**config.mk**
```make
export PLATFORM = sky130hd
export DESIGN_NAME = port_boost_and_pin_swap_config
export DESIGN_NICKNAME = d
export VERILOG_FILES = /design/src/port_boost_pkg.sv /design/src/port_boost_and_pin_swap_config.sv /design/src/line_swap_mux.sv
export VERILOG_INCLUDE_DIRS = /design/src
export SDC_FILE = /design/constraint.sdc
export NUM_CORES = 1
export LEC_CHECK = 0
export BUFFER_PORTS_ARGS = -buffer_cell sky130_fd_sc_hd__buf_2
export CAP_MARGIN = 20
export CORE_ASPECT_RATIO = 1.5
export CORE_UTILIZATION = 45
export DETAILED_ROUTE_END_ITERATION = 10
export PLACE_DENSITY = 0.71
export SLEW_MARGIN = 10
export SYNTH_ARGS = -nofsm -noshare
export SYNTH_HDL_FRONTEND = slang
export SYNTH_SLANG_ARGS = --single-unit
```
**constraint.sdc**
```tcl
create_clock -name ref_clk -period 2.1 [get_ports ref_clk]
set_clock_uncertainty 0.1 [all_clocks]
set_input_delay 0.21 -clock ref_clk [delete_from_list [all_inputs] [get_ports ref_clk]]
set_output_delay 0.21 -clock ref_clk [all_outputs]
set_load 0.01 [all_outputs]
```
**src/port_boost_consts.svh**
```systemverilog
// Register offsets, field positions and reset values of the boost and swap bank.
`ifndef PORT_BOOST_CONSTS_SVH
`define PORT_BOOST_CONSTS_SVH

`define BOOST_REG_OFFSET 8'hf8
`define SWAP_REG_OFFSET 8'hfa

`define BOOST_REG_RESET 8'h00
`define SWAP_REG_RESET 8'h00

`define PORT4_LEVEL_LSB 6
`define PORT3_LEVEL_LSB 4
`define PORT2_LEVEL_LSB 2
`define PORT1_LEVEL_LSB 0

`define SWAP_UPSTREAM_BIT 0
`define SWAP_USED_MASK 8'h1f

`define LINE_PORT_COUNT 5
`define SYNC_STAGE_COUNT 2

`endif

```
**src/port_boost_pkg.sv**
```systemverilog
// Types shared by the boost and swap configuration bank.
package port_boost_pkg;

   // Drive strength levels of one port transceiver.
   typedef enum logic [1:0] {
      DRIVE_NORMAL = 2'h0,
      DRIVE_LOW = 2'h1,
      DRIVE_MEDIUM = 2'h2,
      DRIVE_HIGH = 2'h3
   } drive_level_type;

   // Configuration phase of the bank.
   typedef enum logic {
      PHASE_LOADING,
      PHASE_RUNNING
   } cfg_phase_type;

endpackage : port_boost_pkg

```
**src/port_boost_and_pin_swap_config.sv**
```systemverilog
// Drive boost and data pin swap configuration bank of a four-port hub.
`timescale 1ns/100ps
`default_nettype none
`include "port_boost_consts.svh"

module port_boost_and_pin_swap_config
   import port_boost_pkg::*;
#(
   parameter int PORT_COUNT = `LINE_PORT_COUNT,
   parameter int SYNC_STAGES = `SYNC_STAGE_COUNT
) (
   input wire logic ref_clk,
   input wire logic resetn,
   input wire logic [7:0] cfg_addr,
   input wire logic cfg_wr,
   input wire logic [7:0] cfg_wdata,
   input wire logic cfg_rd,
   output logic [7:0] cfg_rdata,
   input wire logic cfg_done,
   output logic cfg_locked,
   output logic [1:0] port1_drive_level,
   output logic [1:0] port2_drive_level,
   output logic [1:0] port3_drive_level,
   output logic [1:0] port4_drive_level,
   input wire logic [PORT_COUNT-1:0] xcvr_pos_out,
   input wire logic [PORT_COUNT-1:0] xcvr_neg_out,
   input wire logic [PORT_COUNT-1:0] xcvr_drive_en,
   output logic [PORT_COUNT-1:0] xcvr_pos_in,
   output logic [PORT_COUNT-1:0] xcvr_neg_in,
   input wire logic [PORT_COUNT-1:0] positive_line_pin_i,
   output logic [PORT_COUNT-1:0] positive_line_pin_o,
   output logic [PORT_COUNT-1:0] positive_line_pin_oe_n,
   input wire logic [PORT_COUNT-1:0] negative_line_pin_i,
   output logic [PORT_COUNT-1:0] negative_line_pin_o,
   output logic [PORT_COUNT-1:0] negative_line_pin_oe_n
);

   // The swap map holds exactly one upstream and four downstream bits.
   if (PORT_COUNT != `LINE_PORT_COUNT) begin : g_bad_ports
      $error("port_boost_and_pin_swap_config serves exactly five ports");
   end

   // The pin inputs are asynchronous, so each needs at least a two-stage
   // synchroniser before any logic may read it.
   if (SYNC_STAGES < 2) begin : g_bad_sync
      $error("port_boost_and_pin_swap_config needs two synchroniser stages");
   end

   cfg_phase_type phase_q;
   cfg_phase_type phase_d;
   logic [7:0] downstream_drive_boost_q;
   logic [7:0] downstream_drive_boost_d;
   logic [7:0] data_pin_swap_map_q;
   logic [7:0] data_pin_swap_map_d;
   logic [7:0] boost_applied_q;
   logic [7:0] boost_applied_d;
   logic [PORT_COUNT-1:0] line_swap_bitmap_q;
   logic [PORT_COUNT-1:0] line_swap_bitmap_d;
   logic [7:0] rdata_q;
   logic [7:0] rdata_d;
   logic wr_ok;

   ////////////////////////////////////////////////////////////////////////////
   // Configuration phase. Writes land only while loading; once the loader
   // signals completion the bank locks until reset so that neither drive
   // strength nor line polarity can move under live traffic.
   // A loader that never raises cfg_done leaves every port at the boost-free,
   // unswapped defaults. The trade is that a bank once locked can only be
   // changed again through a reset.
   assign wr_ok = cfg_wr && (phase_q == PHASE_LOADING);

   always_comb begin
      phase_d = phase_q;
      unique case (phase_q)
         PHASE_LOADING: begin
            if (cfg_done) begin
               phase_d = PHASE_RUNNING;
            end
         end
         PHASE_RUNNING: begin
            phase_d = PHASE_RUNNING;
         end
      endcase
   end

   always_ff @(posedge ref_clk) begin
      if (!resetn) begin
         phase_q <= PHASE_LOADING;
      end else begin
         phase_q <= phase_d;
      end
   end

   ////////////////////////////////////////////////////////////////////////////
   // Staged registers written by the loader. Reset to zero, the boost-free
   // setting that a loader should normally keep.
   // Writes to any other offset are dropped silently; the bank owns only
   // these two bytes.
   always_comb begin
      downstream_drive_boost_d = downstream_drive_boost_q;
      data_pin_swap_map_d = data_pin_swap_map_q;
      if (wr_ok && (cfg_addr == `BOOST_REG_OFFSET)) begin
         downstream_drive_boost_d = cfg_wdata;
      end
      if (wr_ok && (cfg_addr == `SWAP_REG_OFFSET)) begin
         // Reserved bits 7:5 are not stored and read back as zero.
         // Masking here keeps the stored byte itself free of them.
         data_pin_swap_map_d = cfg_wdata & `SWAP_USED_MASK;
      end
   end

   always_ff @(posedge ref_clk) begin
      if (!resetn) begin
         downstream_drive_boost_q <= `BOOST_REG_RESET;
         data_pin_swap_map_q <= `SWAP_REG_RESET;
      end else begin
         downstream_drive_boost_q <= downstream_drive_boost_d;
         data_pin_swap_map_q <= data_pin_swap_map_d;
      end
   end

   ////////////////////////////////////////////////////////////////////////////
   // Applied copies feeding the transceivers. They load once on the edge that
   // leaves the loading phase and never again, so partial writes during
   // loading are never seen by the ports.
   // A write in the same cycle as cfg_done reaches only the staged register;
   // the applied copy takes the value that stood before that edge, so a
   // loader must finish its writes before it signals completion.
   always_comb begin
      boost_applied_d = boost_applied_q;
      line_swap_bitmap_d = line_swap_bitmap_q;
      if ((phase_q == PHASE_LOADING) && cfg_done) begin
         boost_applied_d = downstream_drive_boost_q;
         line_swap_bitmap_d = data_pin_swap_map_q[PORT_COUNT-1:0];
      end
   end

   always_ff @(posedge ref_clk) begin
      if (!resetn) begin
         boost_applied_q <= `BOOST_REG_RESET;
         line_swap_bitmap_q <= '0;
      end else begin
         boost_applied_q <= boost_applied_d;
         line_swap_bitmap_q <= line_swap_bitmap_d;
      end
   end

   // Field split of the applied boost register, all straight from flops.
   // Codes rise from no boost at 00 to the strongest boost at 11; nonzero
   // codes may push signalling past compliance and are the loader's choice.
   // The upstream port has no field here; its boost lives elsewhere.
   assign port4_drive_level = boost_applied_q[`PORT4_LEVEL_LSB +: 2];
   assign port3_drive_level = boost_applied_q[`PORT3_LEVEL_LSB +: 2];
   assign port2_drive_level = boost_applied_q[`PORT2_LEVEL_LSB +: 2];
   assign port1_drive_level = boost_applied_q[`PORT1_LEVEL_LSB +: 2];
   // Lock status is the phase itself, so it needs no flop of its own.
   assign cfg_locked = (phase_q == PHASE_RUNNING);

   ////////////////////////////////////////////////////////////////////////////
   // Read port: data appears the cycle after cfg_rd and holds until the next
   // read. Unmapped offsets answer zero.
   // A read and a write in one cycle return the old value, since the mux
   // looks at the staged register before that edge loads it.
   always_comb begin
      rdata_d = rdata_q;
      if (cfg_rd) begin
         unique case (cfg_addr)
            `BOOST_REG_OFFSET: rdata_d = downstream_drive_boost_q;
            `SWAP_REG_OFFSET: rdata_d = data_pin_swap_map_q;
            default: rdata_d = 8'h00;
         endcase
      end
   end

   always_ff @(posedge ref_clk) begin
      if (!resetn) begin
         rdata_q <= 8'h00;
      end else begin
         rdata_q <= rdata_d;
      end
   end

   assign cfg_rdata = rdata_q;

   ////////////////////////////////////////////////////////////////////////////
   // One pin swapper per port; index 0 is the upstream port and indices 1 to
   // 4 are downstream ports 1 to 4, matching the swap map bit order.
   // Each pair shares one output enable, as a transceiver never drives one
   // line of a pair on its own.
   for (genvar p = 0; p < PORT_COUNT; p++) begin : g_port
      line_swap_mux #(
         .SYNC_STAGES(SYNC_STAGES)
      ) u_swap (
         .ref_clk(ref_clk),
         .resetn(resetn),
         .swap_en(line_swap_bitmap_q[p]),
         .xcvr_pos_out(xcvr_pos_out[p]),
         .xcvr_neg_out(xcvr_neg_out[p]),
         .xcvr_drive_en(xcvr_drive_en[p]),
         .xcvr_pos_in(xcvr_pos_in[p]),
         .xcvr_neg_in(xcvr_neg_in[p]),
         .positive_line_pin_i(positive_line_pin_i[p]),
         .positive_line_pin_o(positive_line_pin_o[p]),
         .positive_line_pin_oe_n(positive_line_pin_oe_n[p]),
         .negative_line_pin_i(negative_line_pin_i[p]),
         .negative_line_pin_o(negative_line_pin_o[p]),
         .negative_line_pin_oe_n(negative_line_pin_oe_n[p])
      );
   end

endmodule : port_boost_and_pin_swap_config

`default_nettype wire

```
**src/line_swap_mux.sv**
```systemverilog
// Per-port exchange of positive and negative data line pin roles.
`timescale 1ns/100ps
`default_nettype none

module line_swap_mux #(
   parameter int SYNC_STAGES = 2
) (
   input wire logic ref_clk,
   input wire logic resetn,
   input wire logic swap_en,
   input wire logic xcvr_pos_out,
   input wire logic xcvr_neg_out,
   input wire logic xcvr_drive_en,
   output logic xcvr_pos_in,
   output logic xcvr_neg_in,
   input wire logic positive_line_pin_i,
   output logic positive_line_pin_o,
   output logic positive_line_pin_oe_n,
   input wire logic negative_line_pin_i,
   output logic negative_line_pin_o,
   output logic negative_line_pin_oe_n
);

   // Fewer than two stages would let a metastable pin value into logic.
   if (SYNC_STAGES < 2) begin : g_bad_stages
      $error("line_swap_mux needs at least two synchroniser stages");
   end

   logic [SYNC_STAGES-1:0] pos_sync_q;
   logic [SYNC_STAGES-1:0] pos_sync_d;
   logic [SYNC_STAGES-1:0] neg_sync_q;
   logic [SYNC_STAGES-1:0] neg_sync_d;
   logic pos_pin_o_q;
   logic pos_pin_o_d;
   logic neg_pin_o_q;
   logic neg_pin_o_d;
   logic pin_oe_n_q;
   logic pin_oe_n_d;
   logic pos_in_q;
   logic pos_in_d;
   logic neg_in_q;
   logic neg_in_d;

   ////////////////////////////////////////////////////////////////////////////
   // Next values: only the last synchroniser stage is looked at by the mux.
   always_comb begin
      pos_sync_d = {pos_sync_q[SYNC_STAGES-2:0], positive_line_pin_i};
      neg_sync_d = {neg_sync_q[SYNC_STAGES-2:0], negative_line_pin_i};
      if (swap_en) begin
         pos_pin_o_d = xcvr_neg_out;
         neg_pin_o_d = xcvr_pos_out;
         pos_in_d = neg_sync_q[SYNC_STAGES-1];
         neg_in_d = pos_sync_q[SYNC_STAGES-1];
      end else begin
         pos_pin_o_d = xcvr_pos_out;
         neg_pin_o_d = xcvr_neg_out;
         pos_in_d = pos_sync_q[SYNC_STAGES-1];
         neg_in_d = neg_sync_q[SYNC_STAGES-1];
      end
      pin_oe_n_d = ~xcvr_drive_en; // Both pins of a pair drive together.
   end

   // Registers; pins start released and idle low.
   always_ff @(posedge ref_clk) begin
      if (!resetn) begin
         pos_sync_q <= '0;
         neg_sync_q <= '0;
         pos_pin_o_q <= 1'b0;
         neg_pin_o_q <= 1'b0;
         pin_oe_n_q <= 1'b1;
         pos_in_q <= 1'b0;
         neg_in_q <= 1'b0;
      end else begin
         pos_sync_q <= pos_sync_d;
         neg_sync_q <= neg_sync_d;
         pos_pin_o_q <= pos_pin_o_d;
         neg_pin_o_q <= neg_pin_o_d;
         pin_oe_n_q <= pin_oe_n_d;
         pos_in_q <= pos_in_d;
         neg_in_q <= neg_in_d;
      end
   end

   assign positive_line_pin_o = pos_pin_o_q;
   assign negative_line_pin_o = neg_pin_o_q;
   assign positive_line_pin_oe_n = pin_oe_n_q;
   assign negative_line_pin_oe_n = pin_oe_n_q;
   assign xcvr_pos_in = pos_in_q;
   assign xcvr_neg_in = neg_in_q;

endmodule : line_swap_mux

`default_nettype wire

```
==> out/summary.txt <==
Status: complete, no violations
Final min period: 1430 ps
Die width: 69.2 µm
Seq/Total Area, Yosys: 0.526
Io pins: 93
Reg area: 0.00160 mm²
Cell Pwr Density: 784 mW/mm²
RSZ-0062 raised after global routing: false
GRT Overall Usage: 0.155
Syn Nets: 352
Port Buf Inserts: 92
Initial antenna violation count: 0
Number of routed nets with antenna violations: 0
Mapped Area: 0.00304 mm²
Fin util: 0.566
Post-CTS setup buffers: 0
Clock share of power: 0.381
Max Freq: 701 MHz
Drc violations: 0
Total number of H-tree levels: 3
HP Start: cfg_wdata[5]
Overall power: 2.90 mW
Post-synthesis cell count: 306
Crit. End Element: flip-flop
Core footprint: 0.00653 mm²
First-pass GRT wire length: 8.62 mm
Die Area: 0.00710 mm²
Worst slew pin tran: 557 ps
DRT iter0 DRCs: 70
Clk_lat worst skew: 340 ps
Distinct cells, synth: 19
Final period util: 0.680
Portion of total power attributed to combinational logic: 0.076
CTS sink count: 80
Total wire length: 5.48 mm
Data required, critical path: 2220 ps
Most frequent cells in the layout: buf_2 (92), dfxtp_1 (80), nand2_1 (52)
Hold Path Class: input port to flip-flop
Antenna diodes: 0
Final hold violations: 0
DP Area: 0.00333 mm²
CP Class: flip-flop to flip-flop
Dpl hpwl: 3.82 mm
CTS tree: yes
Fill cells: 591
R2r setup slk: 670 ps
Initial Util: 0.466
Worst r2r src: cfg_locked
Nets: 427
Setup crit start: cfg_locked
Max rail drop VDD: 0.366 mV
Clock buffer depth: 2
Switch share: 0.233
Yosys reg bits: 80
Number of cell rows: 36
Share of cells above drive strength 1: 0.301
# setup viols final: 0
Synth Warn #: 0
Rel. slew slack: 0.627
Largest net degree at the start of global routing: 33
Slew Limit Fails: 0
Drt first pass iters: 4
Avg Vias per Cell: 4.79
Mapped Avg Cell Area: 9.95 µm²
Placed cells: 429
CTS Buf Count: 9
Vias in the first global route: 1922
Clk slew on worst S/H paths: 80 ps
CP Data Arrival Time: 1550 ps
Most common cell after layout, fill and taps aside: buf_2
Total grt overflow: 0
Max cap viols: 0
Seq pwr share: 0.543
Chip Height: 103 µm
CP max FO: 5
Synth-to-Final Area Change: 21.5%
Pint: 2.22 mW
Leakage Power: 1.61 nW
Switch Pwr: 0.675 mW
Layout Cells excl Fill: 462
Startpoint Class: flip-flop
Fin Setup TNS: 0 ps
Routability Congestion: 0.816
Post-DR wirelength/cell: 11.9 µm
Vias: 2211
Design area: 0.00370 mm²
CTS Root Cell: clkbuf_8
Area occupied by multi-input gates: 0.00114 mm²
==> state kept, by name (all words and copies together), names as in the netlist, 5 cells and up <==
signal                                flops
g_port.u_swap.negative_line_pin_o         5
g_port.u_swap.positive_line_pin_o         5
line_swap_bitmap_q                        5
g_port.u_swap.pos_sync_q                 10
g_port.u_swap.neg_sync_q                 10
cfg_rdata                                 8
g_port.u_swap.xcvr_neg_in                 5
g_port.u_swap.negative_line_pin_oe_n      5
g_port.u_swap.xcvr_pos_in                 5
data_pin_swap_map_q                       5
boost_applied_q                           8
downstream_drive_boost_q                  8
==> power by group through the flow <==
stage	sequential [mW]	clock, mW	combinational (mW)
after global routing	1.58	1.20	0.244
after global placement	1.61	0	0.194
final	1.57	1.10	0.220
after CTS	1.57	1.14	0.222
after floorplan	1.61	0	0.135
after detailed placement	1.61	0	0.196
==> per-stage QoR <==
step / setup WS, ps / hold WS, ps
floorplan: 849 / 172
global placement: 610 / 270
detailed placement: 583 / 273
CTS: 701 / 6.99
global route: 574 / 8.50
finish: 673 / 20.1
==> final cells by class <==
type	instances	area share
clock buffers	9	0.0335
multi-input cells	176	0.308
flip-flops and latches	80	0.433
clock inverters	7	0.0196
repair buffers	114	0.181
well taps	76	0.0257
==> worst paths after layout <==
kind / end / depth (start not counted)
max: data_pin_swap_map_q[4] / 3
min: downstream_drive_boost_q[5] / 3
max reg2reg: data_pin_swap_map_q[4] / 3
min reg2reg: g_port[2].u_swap.neg_sync_q[1] / 1
==> cells by family after synthesis <==
family,after synthesis,synth area share
buffers and inverters,50,0.100
AND/OR/NAND/NOR,116,0.205
multiplexers,33,0.109
AO/OA/AOI/OAI,27,0.0604
flip-flops,80,0.526
==> critical path, cell delays in order, from the launching register on <==
cell and delay [ps]:
dfxtp_1 340, nor2b_1 320, nand3_1 350, mux2i_1 200
==> layer usage <==
metal	vias up	part of all wire	global-route usage
li1	1122	-	-
met4	0	0.017	0.0863
met3	8	0.043	0.0401
met1	1016	0.43	0.184
met2	65	0.50	0.255
met5	-	0	0
==> timing repair <==
action                                 4_1_cts  5_1_grt
resized for setup                            0        0
hold buffers                                17        0
endpoints found under the hold margin       17        0
==> cell usage after synthesis <==
| cell type | number | area share |
|---|---|---|
| nor2b_1 | 22 | 0.045 |
| buf_2 | 4 | 0.0066 |
| nand4_1 | 3 | 0.0062 |
| and4_1 | 1 | 0.0029 |
| a31oi_1 | 5 | 0.010 |
| buf_4 | 30 | 0.074 |
| and4bb_4 | 1 | 0.0053 |
| o21ai_0 | 5 | 0.0082 |
| a21boi_0 | 16 | 0.039 |
| nand2_1 | 52 | 0.064 |
| clkbuf_1 | 16 | 0.020 |
| nand3_4 | 1 | 0.0058 |
| nor4b_4 | 1 | 0.0078 |
| o21a_1 | 1 | 0.0025 |
| nand2b_1 | 4 | 0.0082 |
| mux2i_1 | 33 | 0.11 |
| and2_1 | 20 | 0.041 |
| dfxtp_1 | 80 | 0.53 |
| nand3_1 | 11 | 0.018 |
No activity file was read; power rests on OpenSTA's default activity.
